===== src/logic/tla_map.svh =====
`ifndef TLA_MAP_SVH
`define TLA_MAP_SVH
// Register byte offsets
`define TLA_REG_LOC_TEMP 8'h00
`define TLA_REG_REM_TEMP 8'h04
`define TLA_REG_LOC_LOW 8'h08
`define TLA_REG_LOC_HIGH 8'h0c
`define TLA_REG_REM_LOW 8'h10
`define TLA_REG_REM_HIGH 8'h14
`define TLA_REG_LOC_SHDN 8'h18
`define TLA_REG_REM_SHDN 8'h1c
`define TLA_REG_HYST 8'h20
`define TLA_REG_CONFIG 8'h24
`define TLA_REG_STATUS 8'h28
`define TLA_REG_MASK 8'h2c
`define TLA_REG_ARA 8'h30
// Status bit positions
`define TLA_ST_LOC_LOW 0
`define TLA_ST_LOC_HIGH 1
`define TLA_ST_REM_OPEN 2
`define TLA_ST_REM_LOW 3
`define TLA_ST_REM_HIGH 4
`define TLA_ST_LOC_SHDN 5
`define TLA_ST_REM_SHDN 6
// Config bit positions
`define TLA_CFG_ALERT_MASK 7
`define TLA_CFG_STANDBY 6
// Reset values and shorted-sensor result code
`define TLA_RST_LOW 8'h00
`define TLA_RST_HIGH 8'h55
`define TLA_RST_SHDN 8'h55
`define TLA_RST_HYST 8'h0a
`define TLA_RST_CONFIG 8'h00
`define TLA_RST_MASK 8'h00
`define TLA_SHORT_CODE 8'h80
// Pin input synchroniser depth
`define TLA_SYNC_STAGES 3
`endif


===== src/logic/tla_pkg.sv =====
package tla_pkg;
   typedef logic [7:0] tla_temp_t;
   typedef enum logic [1:0]
   {
      TLA_RD_IDLE = 2'b00,
      TLA_RD_RESP = 2'b01
   } tla_rd_state_e;
endpackage


===== src/logic/tla_pin_sync.sv =====
`timescale 1ns/1ps
`include "tla_map.svh"
// Three-stage pin synchroniser; changes once stages two and three agree
module tla_pin_sync
   import tla_pkg::*;
(
   input wire logic aclk,
   input wire logic aresetn,
   input wire logic pin_in,
   output logic pin_out
);
   logic [`TLA_SYNC_STAGES-1:0] sync_ff;
   logic out_ff;

   always_ff @(posedge aclk)
   begin
      if (!aresetn)
         sync_ff <= '0;
      else
         sync_ff <= {sync_ff[`TLA_SYNC_STAGES-2:0], pin_in};
   end

   always_ff @(posedge aclk)
   begin
      if (!aresetn)
         out_ff <= 1'b0;
      else if (sync_ff[1] == sync_ff[2])
         out_ff <= sync_ff[2];
   end

   assign pin_out = out_ff;
endmodule // tla_pin_sync


===== src/logic/tla_alert_core.sv =====
// The placing of the registers and the AXI4-Lite slave port were left to the implementer.
`timescale 1ns/1ps
`include "tla_map.svh"
// Contract
// (RL1) Alert asserts when a temperature is at or below its low limit.
// (RL2) No limit alert while every temperature is inside its limits.
// (RL3) Alert asserts when either temperature exceeds its high limit.
// (RL4) Fail-safe output asserts when either temperature exceeds its shutdown limit.
// (RL5) Alert is maskable; fail-safe output has no mask.
// (RL6) Separate shutdown limits for local and remote channels.
// (RL7) Software keeps each shutdown limit at or above its high limit.
// (RL8) Hysteresis resets to ten degrees and accepts any later write; a write without byte lane 0 is ignored.
// (RL9) One hysteresis value serves both fail-safe comparisons.
// (RL10) Hysteresis is an eight-bit unsigned count of whole degrees.
// (RL11) Open-sensor comparator sampled at conversion start sets status bit 2.
// (RL12) Remote input below range forces the remote result to 0x80.
// (RL13) Low limits reset to zero degrees so shorted sensor alerts.
// (RL14) Low test is less-or-equal, so -128 alerts even at minimum limit.
// (RL15) Fail-safe output only pulls low, open-drain.
// (RL16) Fail-safe releases once temperature falls to limit minus hysteresis.
// (RL17) Comparisons rerun on new results and on limit rewrites.
// (RL18) Alert response releases alert only if the cause is gone.
// (RL19) In standby, limit writes still compare stored values and may alert.
module tla_alert_core
   import tla_pkg::*;
(
   input wire logic aclk,
   input wire logic aresetn,
   input wire logic [7:0] s_axi_awaddr,
   input wire logic s_axi_awvalid,
   output logic s_axi_awready,
   input wire logic [31:0] s_axi_wdata,
   input wire logic [3:0] s_axi_wstrb,
   input wire logic s_axi_wvalid,
   output logic s_axi_wready,
   output logic [1:0] s_axi_bresp,
   output logic s_axi_bvalid,
   input wire logic s_axi_bready,
   input wire logic [7:0] s_axi_araddr,
   input wire logic s_axi_arvalid,
   output logic s_axi_arready,
   output logic [31:0] s_axi_rdata,
   output logic [1:0] s_axi_rresp,
   output logic s_axi_rvalid,
   input wire logic s_axi_rready,
   input wire logic conv_start,
   input wire logic conv_done,
   input wire logic [7:0] conv_local,
   input wire logic [7:0] conv_remote,
   input wire logic remote_below_range,
   input wire logic remote_open_pin,
   output logic standby,
   output logic alert_n_o,
   output logic alert_n_oe,
   output logic overtemp_failsafe_n_o,
   output logic overtemp_failsafe_n_oe,
   output logic irq
);
   tla_temp_t loc_temp_ff, rem_temp_ff;
   tla_temp_t loc_low_ff, loc_high_ff, rem_low_ff, rem_high_ff;
   tla_temp_t loc_shdn_ff, rem_shdn_ff, hyst_ff;
   logic [7:0] config_ff, status_ff, mask_ff, nxt_status;
   logic loc_overtemp_failsafe_n_ff, rem_overtemp_failsafe_n_ff, alert_ff, nxt_alert;
   logic aw_ff, w_ff, bvalid_ff, rvalid_ff;
   logic [7:0] awaddr_ff;
   logic [31:0] wdata_ff, rdata_ff;
   logic [1:0] bresp_ff, rresp_ff;
   tla_rd_state_e rd_state_ff;
   logic remote_open, wr_fire, rd_fire, ara_ack;
   logic [7:0] cond, ev;

   tla_pin_sync u_open_sync
   (
      .aclk(aclk),
      .aresetn(aresetn),
      .pin_in(remote_open_pin),
      .pin_out(remote_open)
   );

   // Write path: address and data taken in either order
   assign s_axi_awready = !aw_ff && !bvalid_ff;
   assign s_axi_wready = !w_ff && !bvalid_ff;
   assign wr_fire = aw_ff && w_ff && !bvalid_ff;

   always_ff @(posedge aclk)
   begin
      if (!aresetn)
      begin
         aw_ff <= 1'b0;
         awaddr_ff <= 8'h00;
      end
      else if (s_axi_awvalid && s_axi_awready)
      begin
         aw_ff <= 1'b1;
         awaddr_ff <= s_axi_awaddr;
      end
      else if (wr_fire)
         aw_ff <= 1'b0;
   end

   always_ff @(posedge aclk)
   begin
      if (!aresetn)
      begin
         w_ff <= 1'b0;
         wdata_ff <= 32'h0000_0000;
      end
      else if (s_axi_wvalid && s_axi_wready)
      begin
         w_ff <= 1'b1;
         wdata_ff <= s_axi_wstrb[0] ? s_axi_wdata : 32'h0000_0000;
      end
      else if (wr_fire)
         w_ff <= 1'b0;
   end

   always_ff @(posedge aclk)
   begin
      if (!aresetn)
      begin
         bvalid_ff <= 1'b0;
         bresp_ff <= 2'b00;
      end
      else if (wr_fire)
      begin
         bvalid_ff <= 1'b1;
         bresp_ff <= (awaddr_ff > `TLA_REG_ARA || awaddr_ff[1:0] != 2'b00) ? 2'b10 : 2'b00;
      end
      else if (s_axi_bready)
         bvalid_ff <= 1'b0;
   end

   // Byte lane 0 only; a write without lane 0 leaves the register alone
   logic s_axi_wstrb_ok_ff;
   logic wr_en;
   assign wr_en = wr_fire && s_axi_wstrb_ok_ff;
   always_ff @(posedge aclk)
   begin
      if (!aresetn)
         s_axi_wstrb_ok_ff <= 1'b0;
      else if (s_axi_wvalid && s_axi_wready)
         s_axi_wstrb_ok_ff <= s_axi_wstrb[0];
   end

   always_ff @(posedge aclk)
   begin
      if (!aresetn)
      begin
         loc_low_ff <= `TLA_RST_LOW; // RL13
         rem_low_ff <= `TLA_RST_LOW; // RL13
         loc_high_ff <= `TLA_RST_HIGH;
         rem_high_ff <= `TLA_RST_HIGH;
         loc_shdn_ff <= `TLA_RST_SHDN; // RL6
         rem_shdn_ff <= `TLA_RST_SHDN; // RL6
         hyst_ff <= `TLA_RST_HYST; // RL8
         config_ff <= `TLA_RST_CONFIG;
         mask_ff <= `TLA_RST_MASK;
      end
      else if (wr_en)
      begin
         case (awaddr_ff)
            `TLA_REG_LOC_LOW: loc_low_ff <= wdata_ff[7:0];
            `TLA_REG_LOC_HIGH: loc_high_ff <= wdata_ff[7:0];
            `TLA_REG_REM_LOW: rem_low_ff <= wdata_ff[7:0];
            `TLA_REG_REM_HIGH: rem_high_ff <= wdata_ff[7:0];
            `TLA_REG_LOC_SHDN: loc_shdn_ff <= wdata_ff[7:0];
            `TLA_REG_REM_SHDN: rem_shdn_ff <= wdata_ff[7:0];
            `TLA_REG_HYST: hyst_ff <= wdata_ff[7:0]; // RL8 RL10
            `TLA_REG_CONFIG: config_ff <= wdata_ff[7:0];
            `TLA_REG_MASK: mask_ff <= wdata_ff[7:0];
            default: ;
         endcase
      end
   end

   assign standby = config_ff[`TLA_CFG_STANDBY];
   // Write to the alert-response register acts as the ARA answer
   assign ara_ack = wr_en && awaddr_ff == `TLA_REG_ARA; // RL18

   // Results latch only on a finished conversion, not in standby
   always_ff @(posedge aclk)
   begin
      if (!aresetn)
      begin
         loc_temp_ff <= 8'h00;
         rem_temp_ff <= 8'h00;
      end
      else if (conv_done && !standby)
      begin
         loc_temp_ff <= conv_local;
         rem_temp_ff <= remote_below_range ? `TLA_SHORT_CODE : conv_remote; // RL12
      end
   end

   // Live comparisons against stored results; limit rewrites act at once
   always_comb
   begin
      cond = 8'h00;
      cond[`TLA_ST_LOC_LOW] = $signed(loc_temp_ff) <= $signed(loc_low_ff); // RL1 RL14 RL17 RL19
      cond[`TLA_ST_REM_LOW] = $signed(rem_temp_ff) <= $signed(rem_low_ff); // RL1 RL14
      cond[`TLA_ST_LOC_HIGH] = $signed(loc_temp_ff) > $signed(loc_high_ff); // RL3 RL2
      cond[`TLA_ST_REM_HIGH] = $signed(rem_temp_ff) > $signed(rem_high_ff); // RL3
      cond[`TLA_ST_REM_OPEN] = status_ff[`TLA_ST_REM_OPEN];
      cond[`TLA_ST_LOC_SHDN] = loc_overtemp_failsafe_n_ff;
      cond[`TLA_ST_REM_SHDN] = rem_overtemp_failsafe_n_ff;
   end

   // Signed extended compare so limit minus hysteresis cannot wrap
   function automatic logic overtemp_failsafe_n_next(input logic cur, input tla_temp_t t, input tla_temp_t lim,
                                       input tla_temp_t hy);
      logic signed [9:0] tv, rel;
      tv = 10'($signed(t));
      rel = 10'($signed(lim)) - $signed({2'b00, hy});
      if (!cur)
         overtemp_failsafe_n_next = $signed(t) > $signed(lim); // RL4
      else
         overtemp_failsafe_n_next = !(tv <= rel); // RL16
   endfunction

   always_ff @(posedge aclk)
   begin
      if (!aresetn)
      begin
         loc_overtemp_failsafe_n_ff <= 1'b0;
         rem_overtemp_failsafe_n_ff <= 1'b0;
      end
      else
      begin
         loc_overtemp_failsafe_n_ff <= overtemp_failsafe_n_next(loc_overtemp_failsafe_n_ff, loc_temp_ff, loc_shdn_ff, hyst_ff); // RL9
         rem_overtemp_failsafe_n_ff <= overtemp_failsafe_n_next(rem_overtemp_failsafe_n_ff, rem_temp_ff, rem_shdn_ff, hyst_ff); // RL9
      end
   end

   assign rd_fire = s_axi_arvalid && s_axi_arready;
   assign ev = cond | ((conv_start && remote_open) ? (8'h01 << `TLA_ST_REM_OPEN) : 8'h00);

   // Sticky status, cleared by reading it except bit 2, cleared by a conversion start with no open sensor; a new event wins over the clear
   always_comb
   begin
      nxt_status = status_ff;
      if (rd_fire && s_axi_araddr == `TLA_REG_STATUS)
         nxt_status = 8'h00;
      nxt_status = nxt_status | ev; // RL11
      if (conv_start && !remote_open)
         nxt_status[`TLA_ST_REM_OPEN] = 1'b0;
   end

   always_ff @(posedge aclk)
   begin
      if (!aresetn)
         status_ff <= 8'h00;
      else
         status_ff <= nxt_status;
   end

   // Alert latches on an alert cause; response releases it only when clear
   logic alert_cause;
   assign alert_cause = |(cond & 8'h1f); // RL2
   always_comb
   begin
      nxt_alert = alert_ff;
      if (alert_cause)
         nxt_alert = 1'b1;
      else if (ara_ack)
         nxt_alert = 1'b0; // RL18
   end

   always_ff @(posedge aclk)
   begin
      if (!aresetn)
         alert_ff <= 1'b0;
      else
         alert_ff <= nxt_alert;
   end

   // Open-drain: enable low means the pin is pulled low
   assign alert_n_o = 1'b0;
   assign alert_n_oe = !(alert_ff && !config_ff[`TLA_CFG_ALERT_MASK]); // RL5
   assign overtemp_failsafe_n_o = 1'b0; // RL15
   assign overtemp_failsafe_n_oe = !(loc_overtemp_failsafe_n_ff || rem_overtemp_failsafe_n_ff); // RL4 RL5 RL15
   assign irq = |(status_ff & ~mask_ff);

   // Read path: one-cycle answer
   assign s_axi_arready = rd_state_ff == TLA_RD_IDLE;

   always_ff @(posedge aclk)
   begin
      if (!aresetn)
      begin
         rd_state_ff <= TLA_RD_IDLE;
         rdata_ff <= 32'h0000_0000;
         rresp_ff <= 2'b00;
      end
      else
      begin
         case (rd_state_ff)
            TLA_RD_IDLE:
               if (rd_fire)
               begin
                  rd_state_ff <= TLA_RD_RESP;
                  rresp_ff <= 2'b00;
                  case (s_axi_araddr)
                     `TLA_REG_LOC_TEMP: rdata_ff <= {24'h000000, loc_temp_ff};
                     `TLA_REG_REM_TEMP: rdata_ff <= {24'h000000, rem_temp_ff};
                     `TLA_REG_LOC_LOW: rdata_ff <= {24'h000000, loc_low_ff};
                     `TLA_REG_LOC_HIGH: rdata_ff <= {24'h000000, loc_high_ff};
                     `TLA_REG_REM_LOW: rdata_ff <= {24'h000000, rem_low_ff};
                     `TLA_REG_REM_HIGH: rdata_ff <= {24'h000000, rem_high_ff};
                     `TLA_REG_LOC_SHDN: rdata_ff <= {24'h000000, loc_shdn_ff};
                     `TLA_REG_REM_SHDN: rdata_ff <= {24'h000000, rem_shdn_ff};
                     `TLA_REG_HYST: rdata_ff <= {24'h000000, hyst_ff};
                     `TLA_REG_CONFIG: rdata_ff <= {24'h000000, config_ff};
                     `TLA_REG_STATUS: rdata_ff <= {24'h000000, status_ff};
                     `TLA_REG_MASK: rdata_ff <= {24'h000000, mask_ff};
                     `TLA_REG_ARA: rdata_ff <= {31'h00000000, alert_ff};
                     default:
                     begin
                        rdata_ff <= 32'h0000_0000;
                        rresp_ff <= 2'b10;
                     end
                  endcase
               end
            TLA_RD_RESP:
               if (s_axi_rready)
                  rd_state_ff <= TLA_RD_IDLE;
            default: rd_state_ff <= TLA_RD_IDLE;
         endcase
      end
   end

   assign rvalid_ff = rd_state_ff == TLA_RD_RESP;
   assign s_axi_rvalid = rvalid_ff;
   assign s_axi_rdata = rdata_ff;
   assign s_axi_rresp = rresp_ff;
   assign s_axi_bvalid = bvalid_ff;
   assign s_axi_bresp = bresp_ff;

   AST_HIGH_ALERT: assert property (@(posedge aclk) disable iff (!aresetn) // RL3
      $signed(rem_temp_ff) > $signed(rem_high_ff) |=> alert_ff)
      else $error("High remote temp did not latch alert");
   AST_LOW_ALERT: assert property (@(posedge aclk) disable iff (!aresetn) // RL1
      $signed(loc_temp_ff) <= $signed(loc_low_ff) |=> alert_ff)
      else $error("Low local temp did not latch alert");
   AST_SHORT_CODE: assert property (@(posedge aclk) disable iff (!aresetn) // RL12
      conv_done && !standby && remote_below_range |=> rem_temp_ff == 8'h80)
      else $error("Shorted remote not forced to -128");
   AST_NO_ALERT_INSIDE: assert property (@(posedge aclk) disable iff (!aresetn) // RL2
      !alert_ff && !alert_cause |=> !alert_ff)
      else $error("Alert raised with no cause");
   AST_OVERTEMP_FAILSAFE_N_SET: assert property (@(posedge aclk) disable iff (!aresetn) // RL4
      $signed(loc_temp_ff) > $signed(loc_shdn_ff) |=> !overtemp_failsafe_n_oe)
      else $error("Fail-safe not asserted above limit");
   AST_OVERTEMP_FAILSAFE_N_HOLD: assert property (@(posedge aclk) disable iff (!aresetn) // RL16
      loc_overtemp_failsafe_n_ff && $signed(10'($signed(loc_temp_ff))) >
      $signed(10'($signed(loc_shdn_ff)) - $signed({2'b00, hyst_ff})) |=> loc_overtemp_failsafe_n_ff)
      else $error("Fail-safe released inside hysteresis band");
   AST_MASK: assert property (@(posedge aclk) disable iff (!aresetn) // RL5
      config_ff[`TLA_CFG_ALERT_MASK] |-> alert_n_oe)
      else $error("Masked alert still drives pin");
   AST_OPEN_STATUS: assert property (@(posedge aclk) disable iff (!aresetn) // RL11
      conv_start && remote_open |=> status_ff[`TLA_ST_REM_OPEN])
      else $error("Open sensor not flagged");
   AST_ARA_HOLD: assert property (@(posedge aclk) disable iff (!aresetn) // RL18
      ara_ack && alert_cause |=> alert_ff)
      else $error("Alert released while cause persists");
   COV_ALERT: cover property (@(posedge aclk) disable iff (!aresetn) $fell(alert_n_oe));
   COV_OVERTEMP_FAILSAFE_N: cover property (@(posedge aclk) disable iff (!aresetn) $rose(overtemp_failsafe_n_oe));
   COV_ARA: cover property (@(posedge aclk) disable iff (!aresetn) ara_ack ##1 !alert_ff);
endmodule // tla_alert_core


===== config.mk =====
export PLATFORM = sky130hd
export DESIGN_NAME = tla_alert_core
export DESIGN_NICKNAME = d
export VERILOG_FILES = /design/src/logic/tla_pkg.sv /design/src/logic/tla_pin_sync.sv /design/src/logic/tla_alert_core.sv
export VERILOG_INCLUDE_DIRS = /design/src /design/src/logic
export SDC_FILE = /design/constraint.sdc
export NUM_CORES = 1
export LEC_CHECK = 0
export ABC_AREA = 1
export BUFFER_PORTS_ARGS = -buffer_cell sky130_fd_sc_hd__buf_2
export CAP_MARGIN = 20
export CORE_UTILIZATION = 62
export DETAILED_ROUTE_END_ITERATION = 12
export GPL_ROUTABILITY_DRIVEN = 0
export PLACE_DENSITY = 0.89
export SYNTH_ARGS = -nofsm -noshare
export SYNTH_HDL_FRONTEND = slang
export SYNTH_SLANG_ARGS = --single-unit

===== constraint.sdc =====
create_clock -name aclk -period 8.24 [get_ports aclk]
set_input_delay 0.824 -clock aclk [delete_from_list [all_inputs] [get_ports aclk]]
set_output_delay 0.824 -clock aclk [all_outputs]
set_load 0.02 [all_outputs]

==> impl_metrics.csv <==
group,metric,value,unit
clocking,hold_buffers,0,
sta,skew,0.008527,ns
critical_path,cpMaxStageDelayCell,"dfxtp_1",
route,vias,8336,
synth,ys.flop_type,"dfxtp_1",
global_route,grt_overflow,0,
clocking,cts_setup_buffers,0,
sta,tightest_slew,0.8988,ns
route,wl,23880,µm
die,die_w,119.5,µm
layout,area_growth,10.70,%
critical_path,crit_type,"flop to flop",
pwr,power.total,1.628,mW
sta,tns,0,ns
die,start_util,64.11,%
status,status,"completed",
pwr,switching_share,27.99,%
synth,ys_warn_count,0,
job,drv_cap,0,
synth,postSynthAreaPerCell,7.125,µm²
critical_path,crit_path_end_kind,"flop",
die,ios,126,
critical_path,cp_max_fo,3,
route,antenna_left,0,
clocking,worstSkewPairLatency,0.42,ns
pwr,p_int,1.172,mW
pwr,p_clk_share,46.0,%
die,core-area,0.01335,mm²
clocking,clk_path_buf_depth,2,
sta,setup_viol_count_final,0,
synth,synth-edff-count,0,
sta,max_freq,0.3173,GHz
sta,rsz0062_at_grt,"no",
critical_path,max_stage_delay,0.43,ns
global_route,grt_pass1_vias,7778,
layout,multi_input_area,0.005019,mm²
pwr,p_seq_share,42.5,%
layout,finalNetCount,1430,
critical_path,critPathTopFamily,"adder cells",
global_route,grt_usage,34.26,%
clocking,clk_transition_reported_paths,0.06,ns
synth,synth_most_common_cell,"nand2_1",
clocking,ctsRootBufferMaster,"clkbuf_16",
sta,relSlewSlack,39.86,%
worst_hold_path,hp-class,"flop to flop",
critical_path,arrival,3.50,ns
clocking,cts_tree,"yes",
sta,slew_viol_final,0,
global_route,grt_antenna_before_repair,0,
die,die-area,0.01428,mm²
pwr,power_density,171.9,mW/mm²
critical_path,path_buf_inv,1,
placed_design,dp_hpwl,17480,µm
critical_path,cp-start-kind,"flop",
layout,seq_area,0.002663,mm²
route,first_pass_iters,6,
route,wl_per_cell,16.45,µm
sta,period_minus_slack,3.151,ns
synth,ys_types,46,
pwr,p_leak,4.444,nW
placed_design,port_buffers,70,
layout,fillCellCount,1061,
sta,period_share,38.24,%
route,drt_iter0_drc,1051,
synth,synth_common_cells,"nand2_1 (268), inv_1 (156), dfxtp_1 (133)",
synth,yosysTopAreaCell,"dfxtp_1",
die,row_count,42,
pwr,comb_power_share,11.4,%
synth,synth_area_leaders,"dfxtp_1 (31%), ha_1 (13%), nand2_1 (12%), a21oi_1 (7.5%), inv_1 (6.8%)",
synth,synth_top_area_share,31.12,%
layout,num_antenna_cells,0,
clocking,numCtsBuffers,17,
die,die_h,119.5,µm
clocking,htree_levels,4,
route,drcViolationCount,0,
synth,syn_inst,1201,
critical_path,path_cells,"inv_1 -> ha_1 -> fa_1 -> o21ai_0 -> nand4_1 -> o311ai_0 -> xor2_1 -> ha_1 -> nand2_1 -> nor2_1 -> nor3_1 -> nand3_1 -> nand2_1 -> nand3b_1 -> a21oi_1",
route,viasPerCell,5.745,
synth,ys_seq_elements,133,
synth,synth_area,0.008557,mm²
critical_path,required,8.59,ns
pwr,ir_worst_vdd,0.1551,mV
clocking,post_cts_resize_count,0,
synth,yosysSeqAreaShare,31.12,%
layout,layout-drive-gt1-share,11.69,%
clocking,cts.sinks,133,
synth,synthArstFlopShare,0,%
sta,hold_violations,0,
global_route,grt_pass1_wl,38070,µm
global_route,grt_max_degree,91,
pwr,power.switching,0.4558,mW
[kinds of logic (layout without fill, tap and decap cells)]
family / Yosys count / in the layout / synth area share (%)
AO/OA/AOI/OAI: 274 / 274 / 17.59
XOR/XNOR: 13 / 13 / 1.331
adder cells (fa/ha/maj): 88 / 88 / 13.04
buffers and inverters: 223 / 270 / 11.42
flip-flops: 133 / 133 / 31.12
other: 1 / 28 / 0.04382
AND/OR/NAND/NOR: 469 / 469 / 25.46
[final timing paths]
check | to | cells past startpoint | startpoint | slack [ns]
worst max-delay path | loc_overtemp_failsafe_n_ff | 15 | loc_shdn_ff[0] | 5.09
worst min-delay path | u_open_sync.sync_ff[1] | 2 | u_open_sync.sync_ff[0] | 0.41
worst max register to register | loc_overtemp_failsafe_n_ff | 15 | loc_shdn_ff[0] | 5.09
worst min register to register | u_open_sync.sync_ff[1] | 2 | u_open_sync.sync_ff[0] | 0.41
[layer usage]
metal | track usage [%] | up-vias | routed length (µm)
met2 | 53.61 | 470 | 10640
met5 | 0 | - | 0
li1 | - | 4028 | -
met4 | 17.42 | 0 | 1113
met3 | 6.657 | 97 | 2605
met1 | 44.75 | 3741 | 9514
[cell type report]
type                       instances  share of cell area [%]
tap                              176                   2.325
inverter                         167                   6.631
timing repair buffer              72                   3.857
sequential                       133                   28.11
clock inverter                    13                   1.572
multi-input combinational        872                   52.98
clock buffer                      18                   4.530
[stage by stage]
stage	hold slack (ns)	worst slack (ns)	util, %	std cells	area (µm²)
2_1_floorplan	0.3905	5.610	-	1228	8658
3_3_place_gp	0.3922	5.240	66.64	1420	8895
3_5_place_dp	0.4026	5.170	66.64	1420	8895
4_1_cts	0.4172	5.134	70.97	1451	9473
5_1_grt	0.4334	4.922	70.97	1451	9473
6_report	0.4128	5.089	70.97	1451	9473
[worst min-delay path: cells and delay by family, from the launching register on]
kind	cells	cell delay (ns)
buffers and inverters	1	0.04
flip-flops	1	0.31
AND/OR/NAND/NOR	1	0.05
[power by group through the flow]
stage	clock network (mW)	logic, mW	registers [mW]
5_1_grt	0.782	0.209	0.693
3_5_place_dp	0	0.182	0.704
2_1_floorplan	0	0.144	0.694
6_report	0.750	0.186	0.692
3_3_place_gp	0	0.175	0.703
4_1_cts	0.746	0.184	0.691
[cell usage in the layout, fill, tap and decap left out, types with 3 or more instances in the layout]
master	count
nand2_1	268
inv_1	156
dfxtp_1	133
a21oi_1	129
o21ai_0	98
nor2_1	94
ha_1	86
buf_2	70
nand3_1	44
conb_1	28
o211ai_1	18
clkbuf_16	17
nor2_4	16
nor3_1	12
a211oi_1	11
nand4_1	11
xor2_1	10
inv_2	8
clkinv_4	6
nor2_2	4
nand3_4	4
xnor2_1	3
o2111ai_1	3
clkinv_2	3
nand3b_1	3
inv_6	3
(Power assumes the default switching activity.)
